<file path="src/inc/por_seq_pkg.sv">
// constants for the power-on and clock-output sequencer
// assumes a single 50 MHz reference clock and AXI4-Lite register access
package por_seq_pkg;
  localparam int unsigned CLK_HZ = 50_000_000;
  localparam int unsigned CLK_MHZ = 50;
  // times in microseconds, as printed
  localparam int unsigned T_POR_US = 6000;
  localparam int unsigned T_START_US = 100000;
  localparam int unsigned T_PREFR_US = 66000;
  localparam int unsigned T_DLY_32K_US = 950;
  localparam int unsigned T_DLY_1K_US = 1280;
  localparam int unsigned T_DLY_64_US = 6650;
  localparam int unsigned T_DLY_1HZ_US = 999000;
  localparam int unsigned T_DLY_HF_US = 2800;
  localparam int unsigned T_DEB_US = 1000;
  localparam int unsigned T_SAMPLE_US = 1000000;
  // cycle counts derived from the times
  localparam int unsigned POR_CYC = T_POR_US * CLK_MHZ;
  localparam int unsigned START_CYC = T_START_US * CLK_MHZ;
  localparam int unsigned DLY_32K_CYC = T_DLY_32K_US * CLK_MHZ;
  localparam int unsigned DLY_1K_CYC = T_DLY_1K_US * CLK_MHZ;
  localparam int unsigned DLY_64_CYC = T_DLY_64_US * CLK_MHZ;
  localparam int unsigned DLY_1HZ_CYC = T_DLY_1HZ_US * CLK_MHZ;
  localparam int unsigned DLY_HF_CYC = T_DLY_HF_US * CLK_MHZ;
  localparam int unsigned DEB_CYC = T_DEB_US * CLK_MHZ;
  localparam int unsigned SAMPLE_CYC = T_SAMPLE_US * CLK_MHZ;
  // phase increments of the 32-bit output synthesiser
  localparam logic [31:0] INC_32K = 32'((64'd32768 << 32) / CLK_HZ);
  localparam logic [31:0] INC_1K = 32'((64'd1024 << 32) / CLK_HZ);
  localparam logic [31:0] INC_64 = 32'((64'd64 << 32) / CLK_HZ);
  localparam logic [31:0] INC_1HZ = 32'((64'd1 << 32) / CLK_HZ);
  localparam logic [31:0] INC_HF_STEP = 32'((64'd8192 << 32) / CLK_HZ);
  localparam int HFD_W = 13;
  // register byte offsets
  localparam logic [11:0] ADDR_CTRL = 12'h000;
  localparam logic [11:0] ADDR_STATUS = 12'h004;
  localparam logic [11:0] ADDR_IRQ_EN = 12'h008;
  localparam logic [11:0] ADDR_IRQ_CLR = 12'h00C;
  localparam logic [11:0] ADDR_STATE = 12'h010;
  // control field positions
  localparam int CTRL_DIS = 0;
  localparam int CTRL_FD = 1;
  localparam int CTRL_OS = 3;
  localparam int CTRL_POWER_ON_IRQ_ENABLE = 4;
  localparam int CTRL_HFD = 16;
  localparam logic [31:0] CTRL_RST = 32'h0000_0000;
  localparam logic [31:0] CTRL_MASK = 32'h1FFF_001F;
  // status bits
  localparam int ST_POR = 0;
  localparam int ST_LOWV = 1;
  localparam int ST_RECOV = 2;
  localparam logic [2:0] STATUS_RST = 3'h1;
  localparam logic [2:0] IRQ_EN_RST = 3'h0;
  // synchronised pin indices
  localparam int PIN_POR = 0;
  localparam int PIN_LOWV = 1;
  localparam int PIN_BUSLOW = 2;
  localparam int PIN_BACKUP = 3;
  localparam int NPIN = 4;
  typedef enum logic [1:0] {
    FD_32K = 2'b00,
    FD_1K = 2'b01,
    FD_64 = 2'b10,
    FD_1HZ = 2'b11
  } freq_t;
  typedef enum logic [1:0] {
    SEQ_POR = 2'b00,
    SEQ_START = 2'b01,
    SEQ_RUN = 2'b11
  } seq_t;
endpackage

</file>
<file path="src/inc/nco_if.sv">
// link between the sequencer and its clock-output synthesiser
// assumes both ends run on the same reference clock
`timescale 1ns/1ps
`default_nettype none
interface nco_if;
  logic [31:0] increment;
  logic hold;
  logic wave;
  modport ctl (output increment, output hold, input wave);
  modport gen (input increment, input hold, output wave);
endinterface
`default_nettype wire

</file>
<file path="src/core/power_on_clock_out_sequencer.sv">
// power-on and supply-drop sequencer with clock output and AXI4-Lite regs
// assumes supply comparator pins are asynchronous, nv inputs are stable
//
// Design decisions made here: the AXI4-Lite interface to the registers and the register offsets.
`timescale 1ns/1ps
`default_nettype none
module power_on_clock_out_sequencer #(
  parameter int unsigned POR_CYC = por_seq_pkg::POR_CYC,
  parameter int unsigned START_CYC = por_seq_pkg::START_CYC,
  parameter int unsigned DLY_32K_CYC = por_seq_pkg::DLY_32K_CYC,
  parameter int unsigned DLY_1K_CYC = por_seq_pkg::DLY_1K_CYC,
  parameter int unsigned DLY_64_CYC = por_seq_pkg::DLY_64_CYC,
  parameter int unsigned DLY_1HZ_CYC = por_seq_pkg::DLY_1HZ_CYC,
  parameter int unsigned DLY_HF_CYC = por_seq_pkg::DLY_HF_CYC,
  parameter int unsigned DEB_CYC = por_seq_pkg::DEB_CYC,
  parameter int unsigned SAMPLE_CYC = por_seq_pkg::SAMPLE_CYC
) (
  input wire logic ref_clk,
  input wire logic arst_n,
  input wire logic supplyBelowPor,
  input wire logic supplyBelowLow,
  input wire logic supplyBelowBus,
  input wire logic onBackup,
  input wire logic clockOutIrqFlag,
  input wire logic nvClockOutDisable,
  input wire logic [1:0] nvOutFreqSelect,
  input wire logic nvOscillatorSelect,
  input wire logic nvPowerOnIrqEnable,
  input wire logic [por_seq_pkg::HFD_W-1:0] nvHighFreqDivider,
  output logic clockOut,
  output logic clockOutEn,
  output logic intPin_n,
  output logic irq,
  output logic busEnable,
  output logic tempSenseEn,
  output logic mainActive,
  input wire logic [11:0] awaddr,
  input wire logic awvalid,
  output logic awready,
  input wire logic [31:0] wdata,
  input wire logic [3:0] wstrb,
  input wire logic wvalid,
  output logic wready,
  output logic [1:0] bresp,
  output logic bvalid,
  input wire logic bready,
  input wire logic [11:0] araddr,
  input wire logic arvalid,
  output logic arready,
  output logic [31:0] rdata,
  output logic [1:0] rresp,
  output logic rvalid,
  input wire logic rready
);
  import por_seq_pkg::*;

  logic [NPIN-1:0] sy1_q, sy2_q, sy3_q, lvl_q;
  seq_t seq_q;
  logic [31:0] seqCnt_q, dlyCnt_q, debCnt_q, secCnt_q;
  logic [31:0] ctrl_q;
  logic [2:0] status_q, irqEn_q, clrBits;
  logic clkActive_q, wantOn, secTick, wrGo, rdGo;
  logic [31:0] selDly, wrMask;
  logic [HFD_W:0] hfdPlus;
  nco_if nco ();

  clock_out_divider u_div (
    .ref_clk(ref_clk),
    .arst_n(arst_n),
    .nco(nco)
  );

  // three-stage synchronisers, level taken once stages two and three agree
  for (genvar i = 0; i < NPIN; i++) begin : g_sync
    always_ff @(posedge ref_clk or negedge arst_n)
    begin
      if (!arst_n)
      begin
        sy1_q[i] <= 1'b0;
        sy2_q[i] <= 1'b0;
        sy3_q[i] <= 1'b0;
        lvl_q[i] <= 1'b0;
      end
      else
      begin
        sy1_q[i] <= (i == PIN_POR) ? supplyBelowPor :
                    (i == PIN_LOWV) ? supplyBelowLow :
                    (i == PIN_BUSLOW) ? supplyBelowBus : onBackup;
        sy2_q[i] <= sy1_q[i];
        sy3_q[i] <= sy2_q[i];
        if (sy2_q[i] == sy3_q[i])
          lvl_q[i] <= sy3_q[i];
      end
    end
  end

  // start-up phases: hi-z, start-up with first refresh, running
  always_ff @(posedge ref_clk or negedge arst_n)
  begin
    if (!arst_n)
    begin
      seq_q <= SEQ_POR;
      seqCnt_q <= 32'h0000_0000;
    end
    else
    begin
      case (seq_q)
        SEQ_POR:
        begin
          seqCnt_q <= seqCnt_q + 32'h0000_0001;
          if (seqCnt_q >= POR_CYC - 1)
          begin
            seq_q <= SEQ_START;
            seqCnt_q <= 32'h0000_0000;
          end
        end
        SEQ_START:
        begin
          seqCnt_q <= seqCnt_q + 32'h0000_0001;
          if (seqCnt_q >= START_CYC - 1)
            seq_q <= SEQ_RUN;
        end
        SEQ_RUN: seq_q <= SEQ_RUN;
        default: seq_q <= SEQ_POR;
      endcase
    end
  end

  // bus handshakes: both write channels taken together, one at a time
  assign wrGo = awvalid && wvalid && !awready && !bvalid;
  assign rdGo = arvalid && !arready && !rvalid;
  assign wrMask = {{8{wstrb[3]}}, {8{wstrb[2]}}, {8{wstrb[1]}},
                   {8{wstrb[0]}}};
  assign clrBits = (wrGo && awaddr == ADDR_IRQ_CLR) ?
                   wdata[2:0] & wrMask[2:0] : 3'h0;

  // write channels; the response waits until both have been taken
  always_ff @(posedge ref_clk or negedge arst_n)
  begin
    if (!arst_n)
    begin
      awready <= 1'b0;
      wready <= 1'b0;
      bvalid <= 1'b0;
      bresp <= 2'b00;
    end
    else
    begin
      awready <= wrGo;
      wready <= wrGo;
      if (awready) // address and data handshake done this edge
      begin
        bvalid <= 1'b1;
        bresp <= (awaddr == ADDR_CTRL || awaddr == ADDR_IRQ_EN ||
                  awaddr == ADDR_IRQ_CLR) ? 2'b00 : 2'b10;
      end
      else if (bvalid && bready)
        bvalid <= 1'b0;
    end
  end

  // control register, loaded from nonvolatile copy at end of start-up
  always_ff @(posedge ref_clk or negedge arst_n)
  begin
    if (!arst_n)
      ctrl_q <= CTRL_RST;
    else if (seq_q == SEQ_START && seqCnt_q >= START_CYC - 1)
    begin
      ctrl_q <= CTRL_RST;
      ctrl_q[CTRL_DIS] <= nvClockOutDisable;
      ctrl_q[CTRL_FD +: 2] <= nvOutFreqSelect;
      ctrl_q[CTRL_OS] <= nvOscillatorSelect;
      ctrl_q[CTRL_POWER_ON_IRQ_ENABLE] <= nvPowerOnIrqEnable;
      ctrl_q[CTRL_HFD +: HFD_W] <= nvHighFreqDivider;
    end
    else if (wrGo && awaddr == ADDR_CTRL)
      ctrl_q <= ((ctrl_q & ~wrMask) | (wdata & wrMask)) & CTRL_MASK;
  end

  // interrupt enable register
  always_ff @(posedge ref_clk or negedge arst_n)
  begin
    if (!arst_n)
      irqEn_q <= IRQ_EN_RST;
    else if (wrGo && awaddr == ADDR_IRQ_EN)
      irqEn_q <= (irqEn_q & ~wrMask[2:0]) | (wdata[2:0] & wrMask[2:0]);
  end

  // sticky status, a set in the clearing cycle wins
  always_ff @(posedge ref_clk or negedge arst_n)
  begin
    if (!arst_n)
      status_q <= STATUS_RST;
    else
    begin
      status_q <= (status_q & ~clrBits) |
                  {mainActive == 1'b0 && lvl_q[PIN_BACKUP] == 1'b0 &&
                   debDone(), lvl_q[PIN_LOWV], lvl_q[PIN_POR]};
    end
  end

  // recovery finishes after debounce or on a one-second sample
  function automatic logic debDone();
    debDone = status_q[ST_LOWV] ? secTick : (debCnt_q >= DEB_CYC - 1);
  endfunction

  // read channel
  always_ff @(posedge ref_clk or negedge arst_n)
  begin
    if (!arst_n)
    begin
      arready <= 1'b0;
      rvalid <= 1'b0;
      rdata <= 32'h0000_0000;
      rresp <= 2'b00;
    end
    else
    begin
      arready <= rdGo;
      if (arready) // data only after the address was taken
      begin
        rvalid <= 1'b1;
        rresp <= 2'b00;
        case (araddr)
          ADDR_CTRL: rdata <= ctrl_q;
          ADDR_STATUS: rdata <= {29'h0, status_q};
          ADDR_IRQ_EN: rdata <= {29'h0, irqEn_q};
          ADDR_IRQ_CLR: rdata <= 32'h0000_0000;
          ADDR_STATE: rdata <= {24'h0, mainActive, busEnable,
                                lvl_q[PIN_LOWV], clkActive_q, 2'b00, seq_q};
          default:
          begin
            rdata <= 32'h0000_0000;
            rresp <= 2'b10;
          end
        endcase
      end
      else if (rvalid && rready)
        rvalid <= 1'b0;
    end
  end

  // frequency and start delay selection
  assign hfdPlus = {1'b0, ctrl_q[CTRL_HFD +: HFD_W]} + 1'b1;
  always_comb
  begin
    nco.increment = INC_32K;
    selDly = DLY_32K_CYC;
    if (ctrl_q[CTRL_OS])
    begin
      nco.increment = 32'(INC_HF_STEP * 32'(hfdPlus));
      selDly = DLY_HF_CYC;
    end
    else
    begin
      case (freq_t'(ctrl_q[CTRL_FD +: 2]))
        FD_32K: nco.increment = INC_32K;
        FD_1K:
        begin
          nco.increment = INC_1K;
          selDly = DLY_1K_CYC;
        end
        FD_64:
        begin
          nco.increment = INC_64;
          selDly = DLY_64_CYC;
        end
        FD_1HZ:
        begin
          nco.increment = INC_1HZ;
          selDly = DLY_1HZ_CYC;
        end
        default: nco.increment = INC_32K;
      endcase
    end
  end

  // clock out wanted: running, not disabled unless flagged, supply fine
  assign wantOn = (seq_q == SEQ_RUN) && !lvl_q[PIN_LOWV] &&
                  (!ctrl_q[CTRL_DIS] || clockOutIrqFlag);
  assign nco.hold = !clkActive_q;

  // synchronised enable after the selected delay, wave from phase zero
  always_ff @(posedge ref_clk or negedge arst_n)
  begin
    if (!arst_n)
    begin
      clkActive_q <= 1'b0;
      dlyCnt_q <= 32'h0000_0000;
    end
    else if (!wantOn)
    begin
      clkActive_q <= 1'b0;
      dlyCnt_q <= 32'h0000_0000;
    end
    else if (!clkActive_q)
    begin
      dlyCnt_q <= dlyCnt_q + 32'h0000_0001;
      if (dlyCnt_q >= selDly - 1)
        clkActive_q <= 1'b1;
    end
  end

  // pin outputs
  always_ff @(posedge ref_clk or negedge arst_n)
  begin
    if (!arst_n)
    begin
      clockOut <= 1'b0;
      clockOutEn <= 1'b0;
      intPin_n <= 1'b1;
      irq <= 1'b0;
      busEnable <= 1'b0;
      tempSenseEn <= 1'b0;
    end
    else
    begin
      clockOutEn <= (seq_q != SEQ_POR);
      clockOut <= clkActive_q && nco.wave && wantOn;
      intPin_n <= !(status_q[ST_POR] && ctrl_q[CTRL_POWER_ON_IRQ_ENABLE]);
      irq <= |(status_q & irqEn_q);
      busEnable <= !lvl_q[PIN_BUSLOW] && seq_q != SEQ_POR;
      tempSenseEn <= (seq_q == SEQ_RUN) && !lvl_q[PIN_LOWV];
    end
  end

  // one-second sampling tick and recovery debounce
  always_ff @(posedge ref_clk or negedge arst_n)
  begin
    if (!arst_n)
    begin
      secCnt_q <= 32'h0000_0000;
      secTick <= 1'b0;
    end
    else
    begin
      secTick <= (secCnt_q >= SAMPLE_CYC - 1);
      secCnt_q <= (secCnt_q >= SAMPLE_CYC - 1) ? 32'h0000_0000 :
                  secCnt_q + 32'h0000_0001;
    end
  end

  always_ff @(posedge ref_clk or negedge arst_n)
  begin
    if (!arst_n)
    begin
      mainActive <= 1'b1;
      debCnt_q <= 32'h0000_0000;
    end
    else if (lvl_q[PIN_BACKUP])
    begin
      mainActive <= 1'b0;
      debCnt_q <= 32'h0000_0000;
    end
    else if (!mainActive)
    begin
      debCnt_q <= debCnt_q + 32'h0000_0001;
      if (debDone())
        mainActive <= 1'b1;
    end
  end
endmodule
`default_nettype wire

</file>
<file path="src/core/clock_out_divider.sv">
// phase accumulator making the square wave for the clock output
// assumes hold is raised until the output is to start in phase
`timescale 1ns/1ps
`default_nettype none
module clock_out_divider (
  input wire logic ref_clk,
  input wire logic arst_n,
  nco_if.gen nco
);
  logic [31:0] acc_q;

  // accumulator held at phase zero while not running
  always_ff @(posedge ref_clk or negedge arst_n)
  begin
    if (!arst_n)
      acc_q <= 32'h0000_0000;
    else if (nco.hold)
      acc_q <= 32'h0000_0000;
    else
      acc_q <= acc_q + nco.increment;
  end

  // top phase bit is the square wave
  assign nco.wave = acc_q[31];
endmodule
`default_nettype wire

</file>
<file path="config.mk">
export PLATFORM = sky130hd
export DESIGN_NAME = power_on_clock_out_sequencer
export DESIGN_NICKNAME = d
export VERILOG_FILES = /design/src/inc/por_seq_pkg.sv /design/src/inc/nco_if.sv /design/src/core/power_on_clock_out_sequencer.sv /design/src/core/clock_out_divider.sv
export SDC_FILE = /design/constraint.sdc
export NUM_CORES = 1
export LEC_CHECK = 0
export BUFFER_PORTS_ARGS = -buffer_cell sky130_fd_sc_hd__buf_2
export CAP_MARGIN = 10
export CORE_MARGIN = 8
export CORE_UTILIZATION = 40
export CTS_BUF_LIST = sky130_fd_sc_hd__clkbuf_4 sky130_fd_sc_hd__clkbuf_8 sky130_fd_sc_hd__clkbuf_16
export CTS_CLUSTER_SIZE = 12
export DETAILED_ROUTE_END_ITERATION = 12
export GPL_TIMING_DRIVEN = 1
export PLACE_DENSITY = 0.65
export SYNTH_ARGS = -nofsm -noshare
export SYNTH_HDL_FRONTEND = slang
export SYNTH_SLANG_ARGS = --single-unit
</file>
<file path="constraint.sdc">
create_clock -name ref_clk -period 11.37 [get_ports ref_clk]
set_input_delay 0.5685 -clock ref_clk [delete_from_list [all_inputs] [get_ports ref_clk]]
set_output_delay 0.5685 -clock ref_clk [all_outputs]
set_load 0.05 [all_outputs]
</file>
==> impl_metrics.py <==
metrics = {
    "status": {
        "status": "finished with violations",
        "violations": "hold timing",
    },
    "logic_synthesis": {
        "synth-seq-area-share_pct": 33.1,
        "yosysWarnings": 0,
        "syn-cell-area_sq_um": 18000,
        "synthFlopType": "dfrtp_1",
        "ys_ff_latch": 238,
        "synth_edf_count": 0,
        "ys_types": 69,
        "avgSynthCellArea_sq_um": 9.45,
        "syn_inst": 1904,
        "synthArstFlopShare_pct": 100,
    },
    "setup_path": {
        "cp.arrival_ps": 9880,
        "worst_ep_required_time_ps": 11800,
        "crit_path_start_kind": "flip-flop",
        "crit_buf_inv": 6,
        "slowest_stage": "fa_1",
        "worst-path-max-fanout": 5,
        "critPathKind": "reg2reg",
        "critPathMaxStageDelay_ps": 570,
        "critPathMostFrequentCell": "inv_1",
        "end_kind": "flip-flop",
        "crit_family": "adder cells",
    },
    "global_route": {
        "grt_usage_pct": 14.7,
        "grt_pass1_vias": 13600,
        "grt_max_degree": 109,
        "grt_pass1_wl_mm": 66.2,
        "gr-total-overflow": 0,
        "antenna_found_initial": 0,
    },
    "timing": {
        "setup_viol": 0,
        "hold_viol": 1,
        "setup_slack_ps": 1920,
        "slew_viol_final": 0,
        "setup_tns_ps": 0,
        "finalWorstPathRequiredPeriod_ps": 9450,
        "worstMarginPinSlew_ps": 1160,
        "rsz0062_at_grt": "no",
        "relSlewSlack_pct": 22.4,
        "fin_worst_skew_ps": 9.62,
        "finalCritPeriodShare_pct": 83.1,
        "timing.hold.ws_ps": -2.00,
        "fmax_mhz": 106,
    },
    "place": {
        "hpwl_mm": 29.7,
        "gp_congestion": 0.881,
        "place_worst_setup_slack_ps": 2000,
        "io_buffers": 109,
    },
    "routing": {
        "wl_per_cell_microns": 14.6,
        "ant_nets": 0,
        "routed_wl_mm": 38.6,
        "firstDrtPassIters": 5,
        "drt_iter0_drc": 554,
        "vias": 13300,
        "viasPerCell": 5.05,
        "drc": 0,
    },
    "hold_path": {
        "hold_path_class": "in2async",
    },
    "layout": {
        "diodes": 0,
        "drive_gt1_share_pct": 9.92,
        "regArea_sq_um": 5960,
        "final_core_util_pct": 45.7,
        "nNetsFinal": 2410,
        "fillCellCount": 4307,
        "multi_input_area_sq_um": 11100,
        "area_delta_synth_final_pct": 12.5,
    },
    "cts": {
        "cts.path.max_buffers": 3,
        "tritoncts.num_buffers": 29,
        "clock-sinks": 238,
        "htree_levels": 1,
        "hold_buffers": 0,
        "clkLatencyLatePin_ps": 560,
        "cts_tree": "built",
        "post_cts_buffers": 0,
        "clk_pin_slew_ps": 60,
        "cts_resized": 0,
        "cts-root-buf": "clkbuf_16",
    },
    "pwr": {
        "p_total_uw": 4720,
        "pwr_density_cell_nw_per_um2": 233,
        "leakagePower_uw": 0.0103,
        "ir_drop_mv": 0.247,
    },
    "die": {
        "initial_utilization_pct": 40.6,
        "die_y_microns": 228,
        "io_pins": 138,
        "fp.dieW_microns": 228,
        "core-area_sq_um": 44300,
        "dieArea_sq_um": 52000,
        "rows": 77,
    },
    "flow_run": {
        "maxCapViolCount": 0,
    },
}
## power breakdown
part | switching [uW] | internal, uW
registers | 16.2 | 861
clock network | 370 | 598
logic | 1640 | 1240
## cells in the mapped netlist, drive strengths merged, types with 40 or more instances
| library cell | number | area, sq um |
|---|---|---|
| nand3 | 55 | 275 |
| ha | 201 | 2510 |
| o21ai | 68 | 344 |
| inv | 212 | 796 |
| xnor2 | 74 | 648 |
| fa | 94 | 1880 |
| nor2 | 213 | 800 |
| xor2 | 96 | 841 |
| dfrtp | 235 | 5880 |
| nand2 | 127 | 477 |
| clkbuf | 40 | 150 |
| a21oi | 101 | 505 |
## placed cells by master, fill, tap and decap left out, types with 8 or more instances in the layout
cell type | netlist | layout
nand3_1 | 55 | 55
clkbuf_16 | 0 | 29
buf_4 | 14 | 12
and3_1 | 31 | 31
nor3_1 | 27 | 27
o21a_1 | 8 | 8
a31oi_1 | 9 | 9
conb_1 | 2 | 26
xnor2_1 | 74 | 74
xor2_1 | 96 | 96
or3_1 | 15 | 15
buf_2 | 0 | 108
fa_1 | 94 | 94
o31ai_1 | 8 | 8
nor2b_1 | 19 | 19
a21o_1 | 39 | 39
a21oi_1 | 101 | 101
mux2i_1 | 26 | 26
nand2_1 | 127 | 127
dfrtp_1 | 235 | 235
inv_1 | 212 | 212
and2_1 | 33 | 33
ha_1 | 201 | 201
nor2_1 | 213 | 213
o21ai_0 | 62 | 62
and4_1 | 8 | 8
or2_2 | 9 | 9
nand4_1 | 32 | 32
o21bai_1 | 8 | 8
nor4_1 | 12 | 12
## path summary, 6_finish.rpt
check,end,slack [ps],cells after the start
setup reg to reg,u_div.acc_q[30],1920,35
hold / removal,u_div.acc_q[30],-2,1
hold reg to reg,sy2_q[1],350,0
min in group ref_clk,sy1_q[0],120,1
setup / recovery,u_div.acc_q[30],1920,35
max in group asynchronous,secCnt_q[9],9200,3
## layout make-up
type,instances,area share (%)
clock inverter,15,0.971
sequential,238,29.4
clock buffer,37,4.04
tap,592,3.66
timing repair buffer,121,3.19
multi-input combinational,1423,54.8
inverter,212,3.93
## through the flow
step | instance area, sq um | hold WS, ps | std cells
after global routing | 20200 | 87.4 | 2638
after global placement | 19200 | 334 | 2586
final | 20200 | -2.00 | 2638
after detailed placement | 19200 | 340 | 2586
after CTS | 20200 | 86.4 | 2638
after floorplan | 18100 | 273 | 1928
## per-layer routing
layer	vias up	GRT usage (%)	routed length, microns	part of all wire [%]
met5	-	0	0	0
met4	0	3.27	641	1.7
met3	55	2.71	1640	4.2
met2	175	24.4	18200	47
met1	6478	19.7	18100	47
li1	6616	-	-	-
## logic make-up (layout without fill, tap and decap cells)
family	after synthesis	in the layout	share of synthesized area [%]
and+or+nand+nor	607	607	16.2
adders and majority gates	300	300	24.7
AOI/OAI and AO/OA	289	289	10.0
buffers and inverters	267	385	5.86
DFF	238	238	33.1
xor gates and xnor gates	170	170	8.27
muxes	31	31	1.76
other	2	26	0.0417
## state kept, by name, indices dropped and copies added (netlist names), 3 cells and up, named ones only
register / count
seqCnt_q: 32
sy2_q: 4
u_div.acc_q: 32
dlyCnt_q: 32
lvl_q: 4
rdata: 21
secCnt_q: 32
debCnt_q: 32
status_q: 3
sy3_q: 4
sy1_q: 4
No activity file was read; power rests on OpenSTA's default activity.
